<file path="config.mk">
export PLATFORM = sky130hd
export DESIGN_NAME = scd_top
export DESIGN_NICKNAME = d
export VERILOG_FILES = /design/src/rtl/scd_pkg.sv /design/src/rtl/scd_sync.sv /design/src/rtl/scd_shift.sv /design/src/rtl/scd_top.sv
export SDC_FILE = /design/constraint.sdc
export NUM_CORES = 1
export LEC_CHECK = 0
export BUFFER_PORTS_ARGS = -buffer_cell sky130_fd_sc_hd__buf_2
export CORE_MARGIN = 8
export CORE_UTILIZATION = 51
export CTS_CLUSTER_DIAMETER = 150
export DETAILED_ROUTE_END_ITERATION = 8
export PLACE_DENSITY = 0.75
export SYNTH_ARGS = -nofsm -noshare
export SYNTH_HDL_FRONTEND = slang
export SYNTH_SLANG_ARGS = --single-unit
</file>
<file path="constraint.sdc">
create_clock -name core_clk_i -period 1.66 [get_ports core_clk_i]
set_clock_uncertainty 0.2 [all_clocks]
set_input_delay 0.083 -clock core_clk_i [delete_from_list [all_inputs] [get_ports core_clk_i]]
set_output_delay 0.083 -clock core_clk_i [all_outputs]
set_load 0.05 [all_outputs]
</file>
<file path="src/rtl/scd_pkg.sv">
// shared constants and carriers of the servo command decoder
// assumes: one core clock; serial link pins sampled by that clock

package scd_pkg;

  // ****************************************
  // command layout
  // ****************************************
  localparam int CMD_W = 8;
  localparam int NIB_W = 4;
  localparam int SYNC_STAGES = 2;
  localparam logic [3:0] GRP_FOCUS = 4'h0;
  localparam logic [3:0] GRP_TRACK = 4'h1;
  localparam logic [3:0] GRP_MODE = 4'h2;
  localparam logic [3:0] GRP_PEAK = 4'h3;
  localparam logic [3:0] GRP_HIZ_LAST = 4'h7;
  localparam logic [3:0] LATCH_RST = 4'h0;
  localparam logic [3:0] SENSE_RST = 4'h0;
  // link pins at rest {control, clock, data, latch}: control and latch idle high
  localparam logic [3:0] LINK_IDLE = 4'h9;

  // ****************************************
  // field positions and codes
  // ****************************************
  localparam int MODE_TRK_LSB = 2;
  localparam int MODE_SLED_LSB = 0;
  localparam int GAIN_SHOCK_BIT = 3;
  localparam logic [1:0] MODE_OFF = 2'h0;
  localparam logic [1:0] MODE_ON = 2'h1;
  localparam logic [1:0] MODE_FWD = 2'h2;
  localparam logic [1:0] MODE_REV = 2'h3;
  localparam logic [3:0] MODE_RESUME = 4'h5;

  // ****************************************
  // carriers
  // ****************************************
  typedef struct packed {
    logic [3:0] group;
    logic [3:0] data;
  } scd_cmd_t;

  typedef struct packed {
    logic rev_feed_switch;
    logic fwd_feed_switch;
    logic rev_jump_switch;
    logic fwd_jump_switch;
    logic sled_on_switch;
    logic tracking_on_switch;
  } scd_tm_t;

  typedef struct packed {
    logic focus_loop_switch;
    logic focus_switch_c;
    logic focus_switch_b;
    logic focus_switch_a;
  } scd_focus_t;

  typedef struct packed {
    logic anti_shock_en;
    logic brake_en;
    logic track_gain_sw_b;
    logic track_gain_sw_a;
  } scd_gain_t;

  typedef struct packed {
    logic search_peak_bit1;
    logic search_peak_bit0;
    logic sled_peak_bit1;
    logic sled_peak_bit0;
  } scd_peak_t;

  typedef struct packed {
    logic inner_limit_stop;
    logic track_zero_cross;
    logic anti_shock_flag;
    logic focus_zero_cross;
  } scd_stat_t;

  // mode nibble to the six servo switches; swap inverts the jump pulse
  function automatic scd_tm_t scd_tm_sw(input logic [3:0] mode, input logic swap);
    scd_tm_t t;
    logic [1:0] trk;
    logic [1:0] sled;
    t = '0;
    trk = mode[MODE_TRK_LSB +: 2];
    sled = mode[MODE_SLED_LSB +: 2];
    t.tracking_on_switch = (trk == MODE_ON);
    t.fwd_jump_switch = swap ? (trk == MODE_REV) : (trk == MODE_FWD);
    t.rev_jump_switch = swap ? (trk == MODE_FWD) : (trk == MODE_REV);
    t.sled_on_switch = (sled == MODE_ON);
    t.fwd_feed_switch = (sled == MODE_FWD);
    t.rev_feed_switch = (sled == MODE_REV);
    return t;
  endfunction

endpackage

</file>
<file path="src/rtl/scd_sync.sv">
// two-stage synchroniser for levels arriving from outside the core clock
// assumes: inputs are slow against the core clock
`timescale 1ns/1ps

module scd_sync #(
  parameter int W = 1,
  parameter logic [W-1:0] RST_VAL = '0
) (
  // clock and reset
  input wire logic core_clk_i,
  input wire logic reset_n_i,
  // levels
  input wire logic [W-1:0] async_i,
  output logic [W-1:0] sync_o
);

  logic [W-1:0] meta_q;

  // ****************************************
  // two flops, first read only by second
  // ****************************************
  always_ff @(posedge core_clk_i or negedge reset_n_i) begin
    if (!reset_n_i) begin
      // rest level of the pins, so release shows no false edge
      meta_q <= RST_VAL;
      sync_o <= RST_VAL;
    end else begin
      meta_q <= async_i;
      sync_o <= meta_q;
    end
  end

endmodule

</file>
<file path="src/rtl/scd_shift.sv">
// serial command receiver: shifts on link clock rises, emits on latch fall
// assumes: all three link inputs already synchronised to core_clk_i
`timescale 1ns/1ps

module scd_shift
  import scd_pkg::*;
(
  // clock and reset
  input wire logic core_clk_i,
  input wire logic reset_n_i,
  // synchronised link
  input wire logic link_clk_s_i,
  input wire logic link_data_s_i,
  input wire logic latch_n_s_i,
  // assembled command
  output scd_pkg::scd_cmd_t cmd_o,
  output logic cmd_valid_o
);

  logic [CMD_W-1:0] shift_q;
  logic clk_prev_q;
  logic latch_prev_q;

  // ****************************************
  // edge history
  // ****************************************
  always_ff @(posedge core_clk_i or negedge reset_n_i) begin
    if (!reset_n_i) begin
      clk_prev_q <= 1'b0;
      latch_prev_q <= 1'b1;
    end else begin
      clk_prev_q <= link_clk_s_i;
      latch_prev_q <= latch_n_s_i;
    end
  end

  // ****************************************
  // shifting and latching
  // ****************************************
  // msb first shift
  always_ff @(posedge core_clk_i or negedge reset_n_i) begin
    if (!reset_n_i) begin
      shift_q <= '0;
    end else if (link_clk_s_i && !clk_prev_q) begin
      shift_q <= {shift_q[CMD_W-2:0], link_data_s_i};
    end
  end

  always_ff @(posedge core_clk_i or negedge reset_n_i) begin
    if (!reset_n_i) begin
      cmd_o <= '0;
      cmd_valid_o <= 1'b0;
    end else begin
      cmd_valid_o <= !latch_n_s_i && latch_prev_q;
      if (!latch_n_s_i && latch_prev_q) begin
        cmd_o <= shift_q;
      end
    end
  end
endmodule

</file>
<file path="src/rtl/scd_top.sv">
// servo command decoder: serial commands to servo switch states
// assumes: host link pins and status comparators are asynchronous
`timescale 1ns/1ps

module scd_top
  import scd_pkg::*;
(
  // clock and reset
  input wire logic core_clk_i,
  input wire logic reset_n_i,
  // serial link from host
  input wire logic link_clk_i,
  input wire logic link_data_i,
  input wire logic command_latch_n_i,
  input wire logic direct_jump_control_i,
  // status from analog comparators
  input wire scd_pkg::scd_stat_t status_i,
  // sense pin
  output logic sense_output_o,
  output logic sense_output_oe_o,
  // servo switches
  output scd_pkg::scd_focus_t focus_sw_o,
  output scd_pkg::scd_gain_t gain_sw_o,
  output scd_pkg::scd_tm_t tm_sw_o,
  output scd_pkg::scd_peak_t peak_o
);

  // ****************************************
  // declarations
  // ****************************************
  typedef enum logic [1:0] {
    JA_IDLE = 2'b00,
    JA_DECEL = 2'b01,
    JA_RESUME = 2'b11
  } scd_jump_t;

  scd_jump_t jump_q;
  scd_jump_t jump_d;
  logic [2:0] link_s;
  logic jump_ctl_s;
  scd_stat_t stat_s;
  scd_cmd_t cmd;
  logic cmd_valid;
  logic mode_hit;
  logic resume_hit;
  logic [3:0] focus_q;
  logic [3:0] gain_q;
  logic [3:0] mode_q;
  logic [3:0] peak_q;
  logic [3:0] sense_sel_q;

  // ****************************************
  // synchronisers and receiver
  // ****************************************
  // link clock is sampled, never used as a clock
  // rest-level reset: a zero here would fake a latch fall and a resume
  scd_sync #(.W(4), .RST_VAL(LINK_IDLE)) u_link_sync (
    .core_clk_i(core_clk_i),
    .reset_n_i(reset_n_i),
    .async_i({direct_jump_control_i, link_clk_i, link_data_i, command_latch_n_i}),
    .sync_o({jump_ctl_s, link_s})
  );

  scd_sync #(.W(4)) u_stat_sync (
    .core_clk_i(core_clk_i),
    .reset_n_i(reset_n_i),
    .async_i(status_i),
    .sync_o(stat_s)
  );

  scd_shift u_shift (
    .core_clk_i(core_clk_i),
    .reset_n_i(reset_n_i),
    .link_clk_s_i(link_s[2]),
    .link_data_s_i(link_s[1]),
    .latch_n_s_i(link_s[0]),
    .cmd_o(cmd),
    .cmd_valid_o(cmd_valid)
  );

  assign mode_hit = cmd_valid && (cmd.group == GRP_MODE);

  // ****************************************
  // command latches
  // ****************************************
  // focus group
  always_ff @(posedge core_clk_i or negedge reset_n_i) begin
    if (!reset_n_i) begin
      focus_q <= LATCH_RST;
    end else if (cmd_valid && cmd.group == GRP_FOCUS) begin
      focus_q <= cmd.data;
    end
  end

  always_ff @(posedge core_clk_i or negedge reset_n_i) begin
    if (!reset_n_i) begin
      gain_q <= LATCH_RST;
    end else if (cmd_valid && cmd.group == GRP_TRACK) begin
      gain_q <= cmd.data;
    end
  end

  always_ff @(posedge core_clk_i or negedge reset_n_i) begin
    if (!reset_n_i) begin
      peak_q <= LATCH_RST;
    end else if (cmd_valid && cmd.group == GRP_PEAK) begin
      peak_q <= cmd.data;
    end
  end

  // mode latch, resume writes both servos on
  // a command landing in the resume cycle wins: it is the newer intent
  always_ff @(posedge core_clk_i or negedge reset_n_i) begin
    if (!reset_n_i) begin
      mode_q <= LATCH_RST;
    end else if (mode_hit) begin
      mode_q <= cmd.data;
    end else if (resume_hit) begin
      mode_q <= MODE_RESUME;
    end
  end

  // last group steers the sense pin
  always_ff @(posedge core_clk_i or negedge reset_n_i) begin
    if (!reset_n_i) begin
      sense_sel_q <= SENSE_RST;
    end else if (cmd_valid) begin
      sense_sel_q <= cmd.group;
    end
  end

  // ****************************************
  // jump assist sequencer
  // ****************************************
  // host holds direct control high until decel
  always_comb begin
    jump_d = jump_q;
    case (jump_q)
      JA_IDLE: begin
        if (!jump_ctl_s) begin
          jump_d = JA_DECEL;
        end
      end
      JA_DECEL: begin
        if (jump_ctl_s) begin
          jump_d = JA_RESUME;
        end
      end
      JA_RESUME: begin
        jump_d = jump_ctl_s ? JA_IDLE : JA_DECEL;
      end
      default: begin
        jump_d = JA_IDLE;
      end
    endcase
  end

  // rising direct control ends the decel
  assign resume_hit = (jump_q == JA_DECEL) && jump_ctl_s;

  always_ff @(posedge core_clk_i or negedge reset_n_i) begin
    if (!reset_n_i) begin
      jump_q <= JA_IDLE;
    end else begin
      jump_q <= jump_d;
    end
  end

  // ****************************************
  // switch outputs
  // ****************************************
  // mode decode, swapped while low
  always_ff @(posedge core_clk_i or negedge reset_n_i) begin
    if (!reset_n_i) begin
      tm_sw_o <= '0;
    end else begin
      tm_sw_o <= scd_tm_sw(mode_q, !jump_ctl_s);
    end
  end

  always_ff @(posedge core_clk_i or negedge reset_n_i) begin
    if (!reset_n_i) begin
      gain_sw_o <= '0;
    end else begin
      gain_sw_o <= gain_q ^ {2'h0, {2{gain_q[GAIN_SHOCK_BIT] && stat_s.anti_shock_flag}}};
    end
  end

  always_ff @(posedge core_clk_i or negedge reset_n_i) begin
    if (!reset_n_i) begin
      focus_sw_o <= '0;
      peak_o <= '0;
    end else begin
      focus_sw_o <= focus_q;
      peak_o <= peak_q;
    end
  end

  // sense mux; groups past three release the pin
  always_ff @(posedge core_clk_i or negedge reset_n_i) begin
    if (!reset_n_i) begin
      sense_output_o <= 1'b0;
      sense_output_oe_o <= 1'b1;
    end else begin
      sense_output_oe_o <= (sense_sel_q <= GRP_PEAK);
      case (sense_sel_q)
        GRP_FOCUS: begin
          sense_output_o <= stat_s.focus_zero_cross;
        end
        GRP_TRACK: begin
          sense_output_o <= stat_s.anti_shock_flag;
        end
        GRP_MODE: begin
          sense_output_o <= stat_s.track_zero_cross;
        end
        GRP_PEAK: begin
          sense_output_o <= stat_s.inner_limit_stop;
        end
        default: begin
          sense_output_o <= 1'b0;
        end
      endcase
    end
  end
endmodule

</file>
==> impl_metrics.py <==
metrics = {
    "status": {
        "status": "finished clean",
    },
    "route": {
        "vias": 1332,
        "drc_errors": 0,
        "finalWirelength_um": 4110,
        "m1WireLength_um": 1620,
        "via_per_inst": 4.74,
        "drtIter0Drc": 49,
        "routed.top_layer": "met4",
        "met2_wirelength_um": 2200,
        "ant_nets": 0,
        "detail_route.wl_per_cell_um": 14.6,
        "dr.pass1.iters": 4,
        "wl_met3_um": 200,
    },
    "sta": {
        "hold_violations": 0,
        "fin_setup_tns_ns": 0,
        "fin_crit_sh_pct": 98.7,
        "worst_slew_pin_slew_ns": 0.338,
        "min_period_ns": 1.64,
        "rsz0062_at_grt": "true",
        "worst_slack_ns": 0.0212,
        "whs_ns": 0.0813,
        "slew_viol_final": 0,
        "maxSlewHeadroom_pct": 77.5,
        "fmax_mhz": 610,
        "finalSetupViolations": 0,
    },
    "synthesis": {
        "synth_seq_cells": 77,
        "yosys_warnings": 0,
        "synthAdderAreaFrac_pct": 0,
        "synth_top_family_by_area": "multiplexers",
        "yosysSeqAreaShare_pct": 75.3,
        "synth_simple_gate_area_share_pct": 6.33,
        "synth_xor_area_share_pct": 1.02,
        "ys_types": 20,
        "muxShareOfSynthArea_pct": 15.7,
        "postSynthAreaPerCell_um2": 17.1,
        "synthesis.area_um2": 2570,
        "synth_nets": 160,
        "synth_compound_area_share_pct": 0.584,
        "synth_cells": 150,
    },
    "power_and_ir_drop": {
        "power_switching_share_pct": 33.8,
        "p_switching_uw": 1820,
        "p_leak_uw": 0.00147,
        "comb_power_share_pct": 27.0,
        "ir_worst_vdd_mv": 0.848,
        "seqPwrFrac_pct": 51.4,
        "powerDensity_nw_per_um2": 1710,
        "p_int_uw": 3580,
        "clockPowerShare_pct": 21.7,
    },
    "clock_network": {
        "clkSlewWorstSetupHoldPaths_ns": 0.07,
        "cts_buffers": 9,
        "cts.path.max_buffers": 2,
        "cts_root_buf": "clkbuf_8",
        "clkSinkCount": 77,
        "cts_tree": "built",
        "cts.htree.levels": 3,
        "insertion_delay_ns": 0.33,
    },
    "critical_path": {
        "r2r_cells": 4,
        "worstPathRequired_ns": 1.67,
        "rr_endpoint": "gain_q[0]",
        "path_class": "reg2reg",
        "crit_path_end_kind": "register",
        "r2r-start": "u_shift.cmd_o[7]",
        "cp_max_fo": 4,
        "cp-start-kind": "register",
        "critical_path.startpoint": "u_shift.cmd_o[7]",
        "critPathArrivalTime_ns": 1.65,
        "crit_path_end": "gain_q[0]",
        "r2r_slack_ns": 0.02,
    },
    "floorplanning": {
        "start_util_pct": 51.6,
        "die_w_um": 87.0,
        "rows": 26,
        "io_pins": 30,
        "core_area_um2": 4980,
        "fp.dieH_um": 87.0,
        "design.die.area_um2": 7570,
    },
    "cells_and_area": {
        "drive_gt1_share_pct": 42.7,
        "reg_top3": "u_shift.cmd_o (8), u_shift.shift_q (8), tm_sw_o (6)",
        "seq_area_um2": 1930,
        "final_common_cell": "dfrtp_1",
        "syn2layout_area_growth_pct": 22.6,
        "fin_nets": 216,
        "multi_input_area_um2": 623,
        "final_cell_mix": "71 x dfrtp_1, 28 x mux2_2, 28 x buf_2",
        "n_antenna_cell": 0,
        "instances_no_fill": 281,
        "fill_cells": 360,
    },
    "hold_path": {
        "worstHoldPathType": "in2async",
    },
    "grt": {
        "grt_max_degree": 40,
        "grt_usage_pct": 12.5,
        "grt_pass1_vias": 1504,
        "antenna_found_initial": 0,
        "grt_overflow": 0,
        "grt_pass1_wl_um": 7180,
    },
    "placement": {
        "port_buffers": 29,
        "dp_hpwl_um": 2930,
        "gp_congestion": 0.747,
        "placedCellCount": 252,
        "pre_cts_ws_ns": -0.00215,
    },
    "run": {
        "max-cap-violations": 0,
    },
}
worst max-delay path, cell delays in order (launching register included):
cell,delay [ns]
dfrtp_1,0.41
nor3b_4,0.24
buf_4,0.15
nand3b_1,0.18
mux2_2,0.34
power groups by stage:
stage	Clock [uW]	Sequential, uW	Combinational, uW
final	1170	2780	1460
after global routing	1300	2850	1550
after CTS	1200	2780	1440
after detailed placement	0	2820	1400
after global placement	0	2780	1350
after floorplan	0	3300	475
stage by stage:
step | utilization, % | instance area [um^2] | total power [uW]
2_1_floorplan | - | 2570 | 3780
4_1_cts | 62.6 | 3120 | 5420
3_5_place_dp | 57.2 | 2850 | 4220
5_1_grt | 63.3 | 3150 | 5690
3_3_place_gp | 57.2 | 2850 | 4130
6_report | 63.3 | 3150 | 5400
worst min-delay path by stage:
stage / start / to
after floorplan: reset_n_i / focus_q[0]
after global placement: reset_n_i / u_shift.cmd_o[2]
after detailed placement: reset_n_i / u_link_sync.sync_o[1]
after CTS: reset_n_i / u_shift.latch_prev_q
after global routing: reset_n_i / u_shift.latch_prev_q
final: reset_n_i / u_shift.latch_prev_q
layout make-up:
| class | instances | area share, % |
|---|---|---|
| inverter | 4 | 0.476 |
| tap | 70 | 2.78 |
| timing repair buffer | 48 | 10.5 |
| multi-input combinational | 66 | 19.8 |
| clock buffer | 16 | 5.08 |
| sequential | 77 | 61.4 |
cell families (layout without fill, tap and decap cells):
logic type	Yosys count	in the layout
and+or+nand+nor	25	25
xor gates and xnor gates	3	3
buffers and inverters	7	68
muxes	35	35
AOI/OAI and AO/OA	3	3
DFF	77	77
layer usage:
| layer | GRT usage [%] | vias to the layer above |
|---|---|---|
| met5 | 0 | - |
| met4 | 8.29 | 0 |
| met1 | 13.7 | 685 |
| li1 | - | 610 |
| met3 | 3.68 | 11 |
| met2 | 20.7 | 26 |
synthesized netlist by cell type (all sizes together):
cell type | n | area (um^2)
xor2 | 1 | 8.76
nand2b | 2 | 12.5
nor2b | 5 | 31.3
nor3b | 2 | 37.5
nand2 | 7 | 26.3
and3b | 1 | 8.76
o21ai | 3 | 15.0
inv | 4 | 15.0
nand3b | 2 | 15.0
xnor2 | 2 | 17.5
mux2i | 2 | 20.0
dfstp | 6 | 158
mux4 | 1 | 22.5
buf | 2 | 10.0
dfrtp | 71 | 1780
nand3 | 1 | 5.00
mux2 | 32 | 360
and2 | 3 | 18.8
nor2 | 2 | 7.51
clkbuf | 1 | 3.75
timing repair:
| action | 4_1_cts | 5_1_grt |
|---|---|---|
| gates resized for setup | 0 | 6 |
| buffers inserted | 1 | 2 |
| hold buffers | 10 | 0 |
| endpoints found under the hold margin | 85 | 0 |
| endpoints found under the setup margin | 2 | 6 |
| pin swaps | 1 | 1 |
No activity file was read; power rests on OpenSTA's default activity.
